<file path="config.mk">
export PLATFORM = sky130hd
export DESIGN_NAME = stx_tx
export DESIGN_NICKNAME = d
export VERILOG_FILES = /design/src/stx_pkg.sv /design/src/stx_tx.sv
export VERILOG_INCLUDE_DIRS = /design/src
export SDC_FILE = /design/constraint.sdc
export NUM_CORES = 1
export LEC_CHECK = 0
export ABC_AREA = 1
export CAP_MARGIN = 10
export CORE_ASPECT_RATIO = 0.9
export CORE_MARGIN = 3
export CORE_UTILIZATION = 40
export DETAILED_ROUTE_END_ITERATION = 10
export DONT_BUFFER_PORTS = 1
export GPL_TIMING_DRIVEN = 0
export HOLD_SLACK_MARGIN = 0.06
export SYNTH_ARGS = -nofsm -noshare
export SYNTH_HDL_FRONTEND = slang
export SYNTH_SLANG_ARGS = --single-unit
</file>
<file path="constraint.sdc">
create_clock -name clk_i -period 4.4 [get_ports clk_i]
set_input_delay 0.22 -clock clk_i [delete_from_list [all_inputs] [get_ports clk_i]]
set_output_delay 0.22 -clock clk_i [all_outputs]
set_load 0.05 [all_outputs]
</file>
<file path="src/stx_cfg.svh">
// Offsets, field positions, reset values and timing figures of the
// serial transmitter. Included by the package and by the design module.
`ifndef STX_CFG_SVH
`define STX_CFG_SVH

// Register addresses on the plain register port
`define STX_ADDR_W        5
`define STX_ADDR_TMR      5'h19
`define STX_ADDR_TSR      5'h1c
`define STX_ADDR_CTL      5'h1d
`define STX_ADDR_STAT     5'h1e

// Mode control field positions
`define STX_ENC_HI        15
`define STX_ENC_LO        13
`define STX_CRCT_HI       12
`define STX_CRCT_LO       11
`define STX_CRC_PRESET    10
`define STX_CRC_ACC       9
`define STX_CRC_END       8
`define STX_PAR_HI        7
`define STX_PAR_LO        6
`define STX_PAR_EN        5
`define STX_LEN_HI        4
`define STX_LEN_LO        2
`define STX_POL_HI        1
`define STX_POL_LO        0

// Reset values
`define STX_TMR_RST       16'h0000
`define STX_TSR_RST       16'h0000
`define STX_MODE_RST      2'h0

// CRC generator polynomials
`define STX_POLY_CCITT    32'h00001021
`define STX_POLY_CRC16    32'h00008005
`define STX_POLY_CRC32    32'h04c11db7

// Half-bit cells per serial bit
`define STX_HALVES        2

`endif

</file>
<file path="src/stx_pkg.sv">
// Types shared by the serial transmitter and its surroundings.
// Assumes stx_cfg.svh is on the include path.
`default_nettype none
`include "stx_cfg.svh"

package stx_pkg;

    typedef enum logic [2:0] {
        STX_ST_IDLE, STX_ST_START, STX_ST_SYNC, STX_ST_DATA,
        STX_ST_PAR, STX_ST_STOP, STX_ST_CRC
    } stx_state_e;

    typedef enum logic [1:0] {
        STX_MODE_ASYNC, STX_MODE_MONO, STX_MODE_SLAVED, STX_MODE_BISYNC
    } stx_mode_e;

    typedef enum logic [1:0] {
        STX_POL_OFF, STX_POL_ENDOFF, STX_POL_ON, STX_POL_CTS
    } stx_policy_e;

    typedef struct packed {
        logic                     wr;
        logic                     rd;
        logic [`STX_ADDR_W-1:0]   addr;
        logic [15:0]              wdata;
    } stx_bus_req_s;

    typedef struct packed {
        logic [7:0]  data;
        logic        last;
    } stx_char_s;

    typedef struct packed {
        logic [15:0]          tmr;
        logic [15:0]          tx_sync_pattern;
        stx_mode_e            mode;
        stx_state_e           st;
        stx_char_s [1:0]      fifo;
        logic [1:0]           cnt;
        logic                 rdy;
        logic [7:0]           shreg;
        logic                 last;
        logic [5:0]           bitn;
        logic                 half;
        logic                 syn2;
        logic                 par;
        logic [31:0]          crc;
        logic                 lvl;
        logic                 txd;
        logic [15:0]          rdata;
        logic                 busy;
    } stx_regs_s;

endpackage
`default_nettype wire

</file>
<file path="src/stx_tx.sv">
// Serial transmitter with mode control, line encoding, parity, CRC and
// sync character insertion, plus a two-entry character buffer.
// Assumes a register master on the plain port and a character source
// with valid/ready; all inputs are synchronous to clk_i.
//
// Notes on behaviour
// - Code 000 sends NRZ, 001 inverts, 010 NRZI-Mark, 011 NRZI-Space.
// - Line code 100 sends Biphase-Mark and 101 sends Biphase-Space.
// - Line code 110 sends Manchester and 111 Differential Manchester.
// - CRC select 00 is CRC-CCITT, 01 is CRC-16, 10 is the 32-bit CRC.
// - The CRC starts at all zeros with preset bit 0, else all ones.
// - Characters enter the CRC only while the accumulate bit is set.
// - With the append bit set a sync frame ends with its CRC value.
// - Parity kind 00 even, 01 odd, 10 constant zero, 11 constant one.
// - With parity enabled each data character carries a parity bit; sync characters carry none.
// - Width 000 sends eight bits and 001 to 111 send one to seven.
// - Policy 00 stops at once; 01 finishes the frame or character.
// - Policy 10 enables always; 11 enables only while CTS is high.
// - Bisync sends the upper sync byte as the second sync character.
// - The lower sync byte is the mono sync or first bisync character.
`timescale 1ns/1ps
`default_nettype none
`include "stx_cfg.svh"

module stx_tx (
    input  wire logic               clk_i,
    input  wire logic               rst_n_i,
    input  wire stx_pkg::stx_bus_req_s bus_i,
    output logic [15:0]             rdata_o,
    input  wire stx_pkg::stx_char_s in_char_i,
    input  wire logic               in_valid_i,
    output logic                    in_ready_o,
    input  wire logic               cts_i,
    output logic                    txd_o,
    output logic                    busy_o
);
    import stx_pkg::*;

    // ************************************************************
    // Helpers
    // ************************************************************
    function automatic logic [31:0] crc_step(input logic [31:0] c,
                                             input logic b,
                                             input logic [1:0] sel);
        logic fb;
        fb = 1'b0;
        if (sel == 2'h2) begin
            fb = c[31] ^ b;
            crc_step = {c[30:0], 1'b0} ^ (fb ? `STX_POLY_CRC32 : 32'h0);
        end else begin
            fb = c[15] ^ b;
            crc_step = {16'h0, c[14:0], 1'b0} ^
                       (fb ? ((sel == 2'h1) ? `STX_POLY_CRC16
                                            : `STX_POLY_CCITT) : 32'h0);
        end
    endfunction

    // Returns the line level for one half-bit cell
    function automatic logic encode(input logic [2:0] code, input logic d,
                                    input logic half, input logic lvl);
        case (code)
            3'h0: encode = d;
            3'h1: encode = ~d;
            3'h2: encode = half ? lvl : lvl ^ d;
            3'h3: encode = half ? lvl : lvl ^ ~d;
            3'h4: encode = half ? lvl ^ d : ~lvl;
            3'h5: encode = half ? lvl ^ ~d : ~lvl;
            3'h6: encode = half ? ~d : d;
            default: encode = half ? ~lvl : lvl ^ ~d;
        endcase
    endfunction

    stx_regs_s r;
    stx_regs_s n;

    logic [2:0]  f_enc;
    logic [1:0]  f_crct;
    logic [1:0]  f_par;
    logic [2:0]  f_len;
    stx_policy_e f_pol;
    logic [5:0]  char_len;
    logic [5:0]  crc_len;
    logic        sync_mode;
    logic        go;
    logic        cur_bit;
    logic        par_bit;
    logic        load;
    logic        pop;
    logic        push;
    logic        char_done;
    logic [1:0]  cnt_tmp;

    assign f_enc     = r.tmr[`STX_ENC_HI:`STX_ENC_LO];
    assign f_crct    = r.tmr[`STX_CRCT_HI:`STX_CRCT_LO];
    assign f_par     = r.tmr[`STX_PAR_HI:`STX_PAR_LO];
    assign f_len     = r.tmr[`STX_LEN_HI:`STX_LEN_LO];
    assign f_pol     = stx_policy_e'(r.tmr[`STX_POL_HI:`STX_POL_LO]);
    assign char_len  = (f_len == 3'h0) ? 6'h08 : {3'h0, f_len};
    assign crc_len   = (f_crct == 2'h2) ? 6'h20 : 6'h10;
    assign sync_mode = (r.mode != STX_MODE_ASYNC);
    assign go        = (f_pol == STX_POL_ON) ||
                       ((f_pol == STX_POL_CTS) && cts_i);

    always_comb begin
        unique case (f_par)
            2'h0: par_bit = r.par;
            2'h1: par_bit = ~r.par;
            2'h2: par_bit = 1'b0;
            default: par_bit = 1'b1;
        endcase
    end

    always_comb begin
        unique case (r.st)
            STX_ST_START: cur_bit = 1'b0;
            STX_ST_STOP:  cur_bit = 1'b1;
            STX_ST_PAR:   cur_bit = par_bit;
            STX_ST_CRC:   cur_bit = (f_crct == 2'h2) ? r.crc[31]
                                                     : r.crc[15];
            default:      cur_bit = r.shreg[0];
        endcase
    end

    // ************************************************************
    // Next state
    // ************************************************************
    always_comb begin
        n         = r;
        load      = 1'b0;
        pop       = 1'b0;
        char_done = 1'b0;
        cnt_tmp   = r.cnt;
        push      = in_valid_i && r.rdy;
        n.rdata   = 16'h0;

        // ********************************************************
        // Register port
        // ********************************************************
        if (bus_i.wr) begin
            unique case (bus_i.addr)
                `STX_ADDR_TMR: n.tmr  = bus_i.wdata;
                `STX_ADDR_TSR: n.tx_sync_pattern  = bus_i.wdata;
                `STX_ADDR_CTL: n.mode = stx_mode_e'(bus_i.wdata[1:0]);
                default: ;
            endcase
        end
        if (bus_i.rd) begin
            unique case (bus_i.addr)
                `STX_ADDR_TMR:  n.rdata = r.tmr;
                `STX_ADDR_TSR:  n.rdata = r.tx_sync_pattern;
                `STX_ADDR_CTL:  n.rdata = {14'h0, r.mode};
                `STX_ADDR_STAT: n.rdata = {8'h0, r.txd, r.cnt, go,
                                           1'b0, r.st};
                default:        n.rdata = 16'h0;
            endcase
        end

        // ********************************************************
        // Transmit sequencer
        // ********************************************************
        if (f_pol == STX_POL_OFF) begin
            n.st   = STX_ST_IDLE;
            n.lvl  = 1'b1;
            n.txd  = 1'b1;
            n.half = 1'b0;
        end else if (r.st == STX_ST_IDLE) begin
            n.lvl  = 1'b1;
            n.txd  = 1'b1;
            n.half = 1'b0;
            if (go && (r.cnt != 2'h0)) begin
                n.bitn = 6'h0;
                if (sync_mode) begin
                    n.st    = STX_ST_SYNC;
                    n.shreg = r.tx_sync_pattern[7:0];
                    n.syn2  = (r.mode == STX_MODE_BISYNC);
                    n.crc   = r.tmr[`STX_CRC_PRESET] ? 32'hffffffff
                                                     : 32'h0;
                end else begin
                    n.st = STX_ST_START;
                end
            end
        end else begin
            n.lvl  = encode(f_enc, cur_bit, r.half,
                            r.lvl);
            n.txd  = n.lvl;
            n.half = ~r.half;
            if (r.half) begin
                unique case (r.st)
                    STX_ST_START: load = 1'b1;
                    STX_ST_SYNC: begin
                        n.shreg = r.shreg >> 1;
                        n.bitn  = r.bitn + 6'h1;
                        if (r.bitn == 6'h7) begin
                            n.bitn = 6'h0;
                            if (r.syn2) begin
                                n.shreg = r.tx_sync_pattern[15:8];
                                n.syn2  = 1'b0;
                            end else if (r.cnt != 2'h0) begin
                                load = 1'b1;
                            end else begin
                                n.shreg = r.tx_sync_pattern[7:0];
                            end
                        end
                    end
                    STX_ST_DATA: begin
                        if (sync_mode && r.tmr[`STX_CRC_ACC]) begin
                            n.crc = crc_step(r.crc, cur_bit,
                                             f_crct);
                        end
                        n.par   = r.par ^ cur_bit;
                        n.shreg = r.shreg >> 1;
                        n.bitn  = r.bitn + 6'h1;
                        if (r.bitn == char_len - 6'h1) begin
                            if (r.tmr[`STX_PAR_EN]) begin
                                n.st = STX_ST_PAR;
                            end else begin
                                char_done = 1'b1;
                            end
                        end
                    end
                    STX_ST_PAR: char_done = 1'b1;
                    STX_ST_STOP: begin
                        n.st = (go && (r.cnt != 2'h0)) ? STX_ST_START
                                                       : STX_ST_IDLE;
                    end
                    STX_ST_CRC: begin
                        n.crc  = r.crc << 1;
                        n.bitn = r.bitn + 6'h1;
                        if (r.bitn == crc_len - 6'h1) begin
                            n.st = STX_ST_IDLE;
                        end
                    end
                    default: n.st = STX_ST_IDLE;
                endcase
            end
        end

        // Async ends each character with a stop bit; sync ends frames
        if (char_done) begin
            n.bitn = 6'h0;
            if (!sync_mode) begin
                n.st = STX_ST_STOP;
            end else if (r.last) begin
                n.st = r.tmr[`STX_CRC_END] ? STX_ST_CRC
                                           : STX_ST_IDLE;
            end else if (r.cnt != 2'h0) begin
                load = 1'b1;
            end else begin
                n.st    = STX_ST_SYNC;
                n.shreg = r.tx_sync_pattern[7:0];
            end
        end

        if (load) begin
            n.st    = STX_ST_DATA;
            n.shreg = r.fifo[0].data;
            n.last  = r.fifo[0].last;
            n.bitn  = 6'h0;
            n.par   = 1'b0;
            pop     = 1'b1;
        end

        // ********************************************************
        // Two-entry buffer: head at index 0
        // ********************************************************
        if (pop) begin
            n.fifo[0] = r.fifo[1];
            cnt_tmp   = r.cnt - 2'h1;
        end
        if (push) begin
            n.fifo[cnt_tmp[0]] = in_char_i;
            cnt_tmp            = cnt_tmp + 2'h1;
        end
        n.cnt = cnt_tmp;
        n.rdy = (cnt_tmp != 2'h2);
        // Busy is kept in a flop so that busy_o needs no output decode
        n.busy = (n.st != STX_ST_IDLE);
    end

    // ************************************************************
    // State register
    // ************************************************************
    always_ff @(posedge clk_i or negedge rst_n_i) begin
        if (!rst_n_i) begin
            r       <= '0;
            r.tmr   <= `STX_TMR_RST;
            r.tx_sync_pattern   <= `STX_TSR_RST;
            r.mode  <= stx_mode_e'(`STX_MODE_RST);
            r.st    <= STX_ST_IDLE;
            r.rdy   <= 1'b1;
            r.lvl   <= 1'b1;
            r.txd   <= 1'b1;
        end else begin
            r <= n;
        end
    end

    // ************************************************************
    // Outputs, each straight from a flop
    // ************************************************************
    assign rdata_o    = r.rdata;
    assign in_ready_o = r.rdy;
    assign txd_o      = r.txd;
    assign busy_o     = r.busy;

endmodule // stx_tx
`default_nettype wire

</file>
==> summary.md <==
| Metric | Value |
|---|---|
| Status | `finished clean` |
| Post-Synthesis Cell Area | `a little under 7000 sq um` |
| Number of synthesized flops with an enable pin | `0` |
| TritonCTS clock tree | `built` |
| Critical Path Source Type | `register` |
| TNS Setup | `0 ns` |
| Post-synthesis simple-gate area fraction | `0.260` |
| Post-synthesis mux area share | `0` |
| Drt pass-1 iters | `5` |
| Synth unique cells | `42` |
| CP endpoint kind | `register` |
| Met2 Wirelength | `7780 um` |
| Root Buffer | `clkbuf_16` |
| Area fraction in compound gates after synthesis | `0.157` |
| Core area | `between 15000 and 20000 sq um` |
| VDD IR-drop max | `a little over 0.3 mV` |
| Worst-path clk slew | `roughly 0.060 ns` |
| Final Hold Viols | `0` |
| Cells along the critical path | `inv_1 > ha_1 > nand2_1 > inv_1 > nor2_1 > nand3_1 > nor2_2 > nand3_2 > a21oi_4 > nand2_4 > nand2_4 > nand2_1 > nand2_1 > ha_1 > clkbuf_1 > clkbuf_1 > o21ai_0` |
| Inst Count DP | `approximately 1100` |
| Xor/xnor share of the synthesized area | `0.00638` |
| Post-cts resize count | `0` |
| Final period util | `0.729` |
| Cell Pwr Density | `about 590 nW/um^2` |
| Max Slew Vio Count | `0` |
| Starting Density | `0.417` |
| Slowest CP cell | `dfrtp_1` |
| Vias in the first global route | `between 5000 and 6000` |
| Port bufs | `0` |
| Path type of the worst setup path | `register to register` |
| Syn Area/Cell | `7.58 sq um` |
| Bufs and invs on worst path | `4` |
| Slowest cell delay on critical path | `between 0.4 and 0.5 ns` |
| Setup Slack @ Placement | `~1.2 ns` |
| Synth Area in Adders | `0.00911` |
| Worst setup margin | `approximately 1.2 ns` |
| F_max | `~310 MHz` |
| I/O Pins | `55` |
| Worst Hold Class | `input port to register` |
| FFs w/ async S/R, synth | `1.00` |
| Die Y-Extent | `between 100 and 150 um` |
| Main synth FF type | `dfrtp_1` |
| Syn-to-layout area delta | `16.3%` |
| GRT Overall Usage | `0.211` |
| Top sig layer | `met4` |
| Via/cell ratio | `between 5 and 6` |
| Initial DRC Count | `~600` |
| Wirelength per Cell | `~16 um` |
| Synth warnings | `0` |
| Die Width | `144 um` |
| Nets | `about 1000` |
| Final std cells w/o fill | `approximately 1200` |
| M1 WL | `9220 um` |
| Number of remaining DRC errors | `0` |
| #FFs+latches synth | `126` |
| Leakage | `between 3 and 4 nW` |
| Site Rows | `44` |
| Crit path time final | `3.21 ns` |
| DRT antenna net count | `0` |
| # clock sinks | `around 130` |
| Synth Instances | `about 910` |
| Rel. slew slack | `0.320` |
| Hpwl dp | `13400 um` |
| Layout cell share with drive strength beyond 1 | `0.101` |
| CTS max path bufs | `2` |
| Syn nets | `~950` |
| Critical path data arrival time | `3.50 ns` |
| Largest family of logic cells by synthesized area | `simple AND/OR/NAND/NOR gates` |
| First-pass GRT wire length | `slightly above 30000 um` |
| Die footprint | `18800 sq um` |
| Met3 wire length | `around 1200 um` |
| Gr ovfl total | `0` |
| RSZ-0062 raised after global routing | `false` |
| Max cap viols | `0` |
| Critical path's top delay family | `simple AND/OR/NAND/NOR gates` |
| Total Wirelength | `around 18000 um` |
| Top cell by count, worst path | `nand2_1` |
| Register area share after synthesis | `0.460` |
| H-tree depth | `4` |
| Core Util, Final | `0.485` |
| CP max FO | `10` |
| Worst Skew | `0.0151 ns` |
| Via count | `approximately 6000` |
| Worst EP required | `4.69 ns` |
| Num CTS Buffers | `17` |
| Initial antenna violation count | `0` |
| Largest net degree at the start of global routing | `approximately 130` |
| Slew @ Worst Pin | `~1.0 ns` |
| Clk Latency, worst-skew pair | `approximately 0.43 ns` |
| GPL Wtd Cong | `between 0.9 and 1` |
| Final number of setup-violating endpoints | `0` |
## worst paths after layout
| check | cells past startpoint | endpoint | startpoint | slack (ns) |
|---|---|---|---|---|
| setup / recovery | 17 | r[88]$_DFFE_PN0P_ | f_len[0]$_DFFE_PN0P_ | 1.19 |
| hold / removal | 3 | r[95]$_DFFE_PN0P_ | bus_i[22] | 0.09 |
| setup reg to reg | 17 | r[88]$_DFFE_PN0P_ | f_len[0]$_DFFE_PN0P_ | 1.19 |
| hold reg to reg | 2 | r[68]$_DFF_PN0_ | r[80]$_DFF_PN0_ | 0.49 |
| max in group asynchronous | 2 | r[47]$_DFFE_PN0P_ | rst_n_i | 3.49 |
| min in group asynchronous | 2 | r[109]$_DFFE_PN0P_ | rst_n_i | 0.41 |
## power breakdown
group	internal, mW	total (mW)	switching (mW)
Clock	0.790	1.33	0.540
Combinational	0.545	1.60	1.06
Sequential	1.53	1.81	0.286
## stage by stage
step           cell area, sq um  hold WS, ns  power [mW]
3_3_place_gp               7120      -0.0713        3.34
5_1_grt                    7980       0.0910        5.11
2_1_floorplan              6860      -0.0756        2.95
6_report                   7980       0.0862        4.74
3_5_place_dp               7120      -0.0711        3.37
4_1_cts                    7980       0.0830        4.76
## state kept, by name (all words and copies together) (netlist names)
register    count
f_crct          2
busy_o          1
r              96
rdata_o        16
f_par           2
f_pol           2
f_len           3
in_ready_o      1
f_enc           3
## cell usage after synthesis, drive strengths merged, types with 2 or more instances
| cell | instances | share of area |
|---|---|---|
| buf | 30 | 0.032 |
| nand3b | 2 | 0.0022 |
| ha | 5 | 0.0091 |
| o22ai | 8 | 0.0073 |
| nor2 | 69 | 0.044 |
| a22oi | 16 | 0.017 |
| xor2 | 5 | 0.0064 |
| nand3 | 58 | 0.045 |
| inv | 122 | 0.067 |
| a31oi | 2 | 0.0018 |
| a221oi | 3 | 0.0038 |
| o211ai | 10 | 0.011 |
| clkbuf | 15 | 0.0082 |
| or2 | 2 | 0.0018 |
| dfrtp | 124 | 0.45 |
| nand2 | 260 | 0.15 |
| o21ai | 88 | 0.066 |
| nor4 | 5 | 0.0046 |
| a21oi | 53 | 0.041 |
| nand4 | 11 | 0.010 |
| o32ai | 4 | 0.0051 |
| nor3 | 7 | 0.0051 |
| dfstp | 2 | 0.0077 |
## kinds of logic (layout without fill, tap and decap cells)
kind of cell | Yosys count | after routing
flops | 126 | 126
compound gates | 187 | 187
other cells | 0 | 1
simple gates | 414 | 414
fa+ha+maj | 5 | 5
xor+xnor | 5 | 5
buf+inv | 168 | 228
## worst min-delay path: stages
cell	delay [ns]
nand2_1	0.13
nand2_1	0.06
o21ai_0	0.07
## timing repair
action | CTS | global route
hold buffers | 28 | 0
endpoints found under the hold margin | 178 | 0
setup buffers | 0 | 0
## layer usage
| metal | up-vias | global-route usage |
|---|---|---|
| met1 | 2799 | 0.318 |
| met3 | 23 | 0.0542 |
| met2 | 182 | 0.299 |
| met4 | 0 | 0.0626 |
| met5 | - | 0 |
| li1 | 3033 | - |
## cell usage in the layout (no fill, tap or decap), types with 16 or more instances in the layout
cell type        n
a21oi_1         51
a22oi_1         16
buf_4           17
clkbuf_1        16
clkbuf_16       17
dfrtp_1        124
dlygate4sd3_1   27
inv_1          113
nand2_1        252
nand3_1         54
nor2_1          62
o21ai_0         67
o21ai_1         20
## cell type report
cell class / count / area (sq um)
antenna: 1 / 2.50
buffer: 45 / 278
clock buffer: 19 / 443
clock inverter: 13 / 118
fill: 1612 / 8480
inverter: 123 / 464
multi-input combinational: 611 / 2970
sequential: 126 / 3160
tap: 207 / 259
timing repair buffer: 28 / 298
Note: power is estimated with default switching activity, not from simulation.
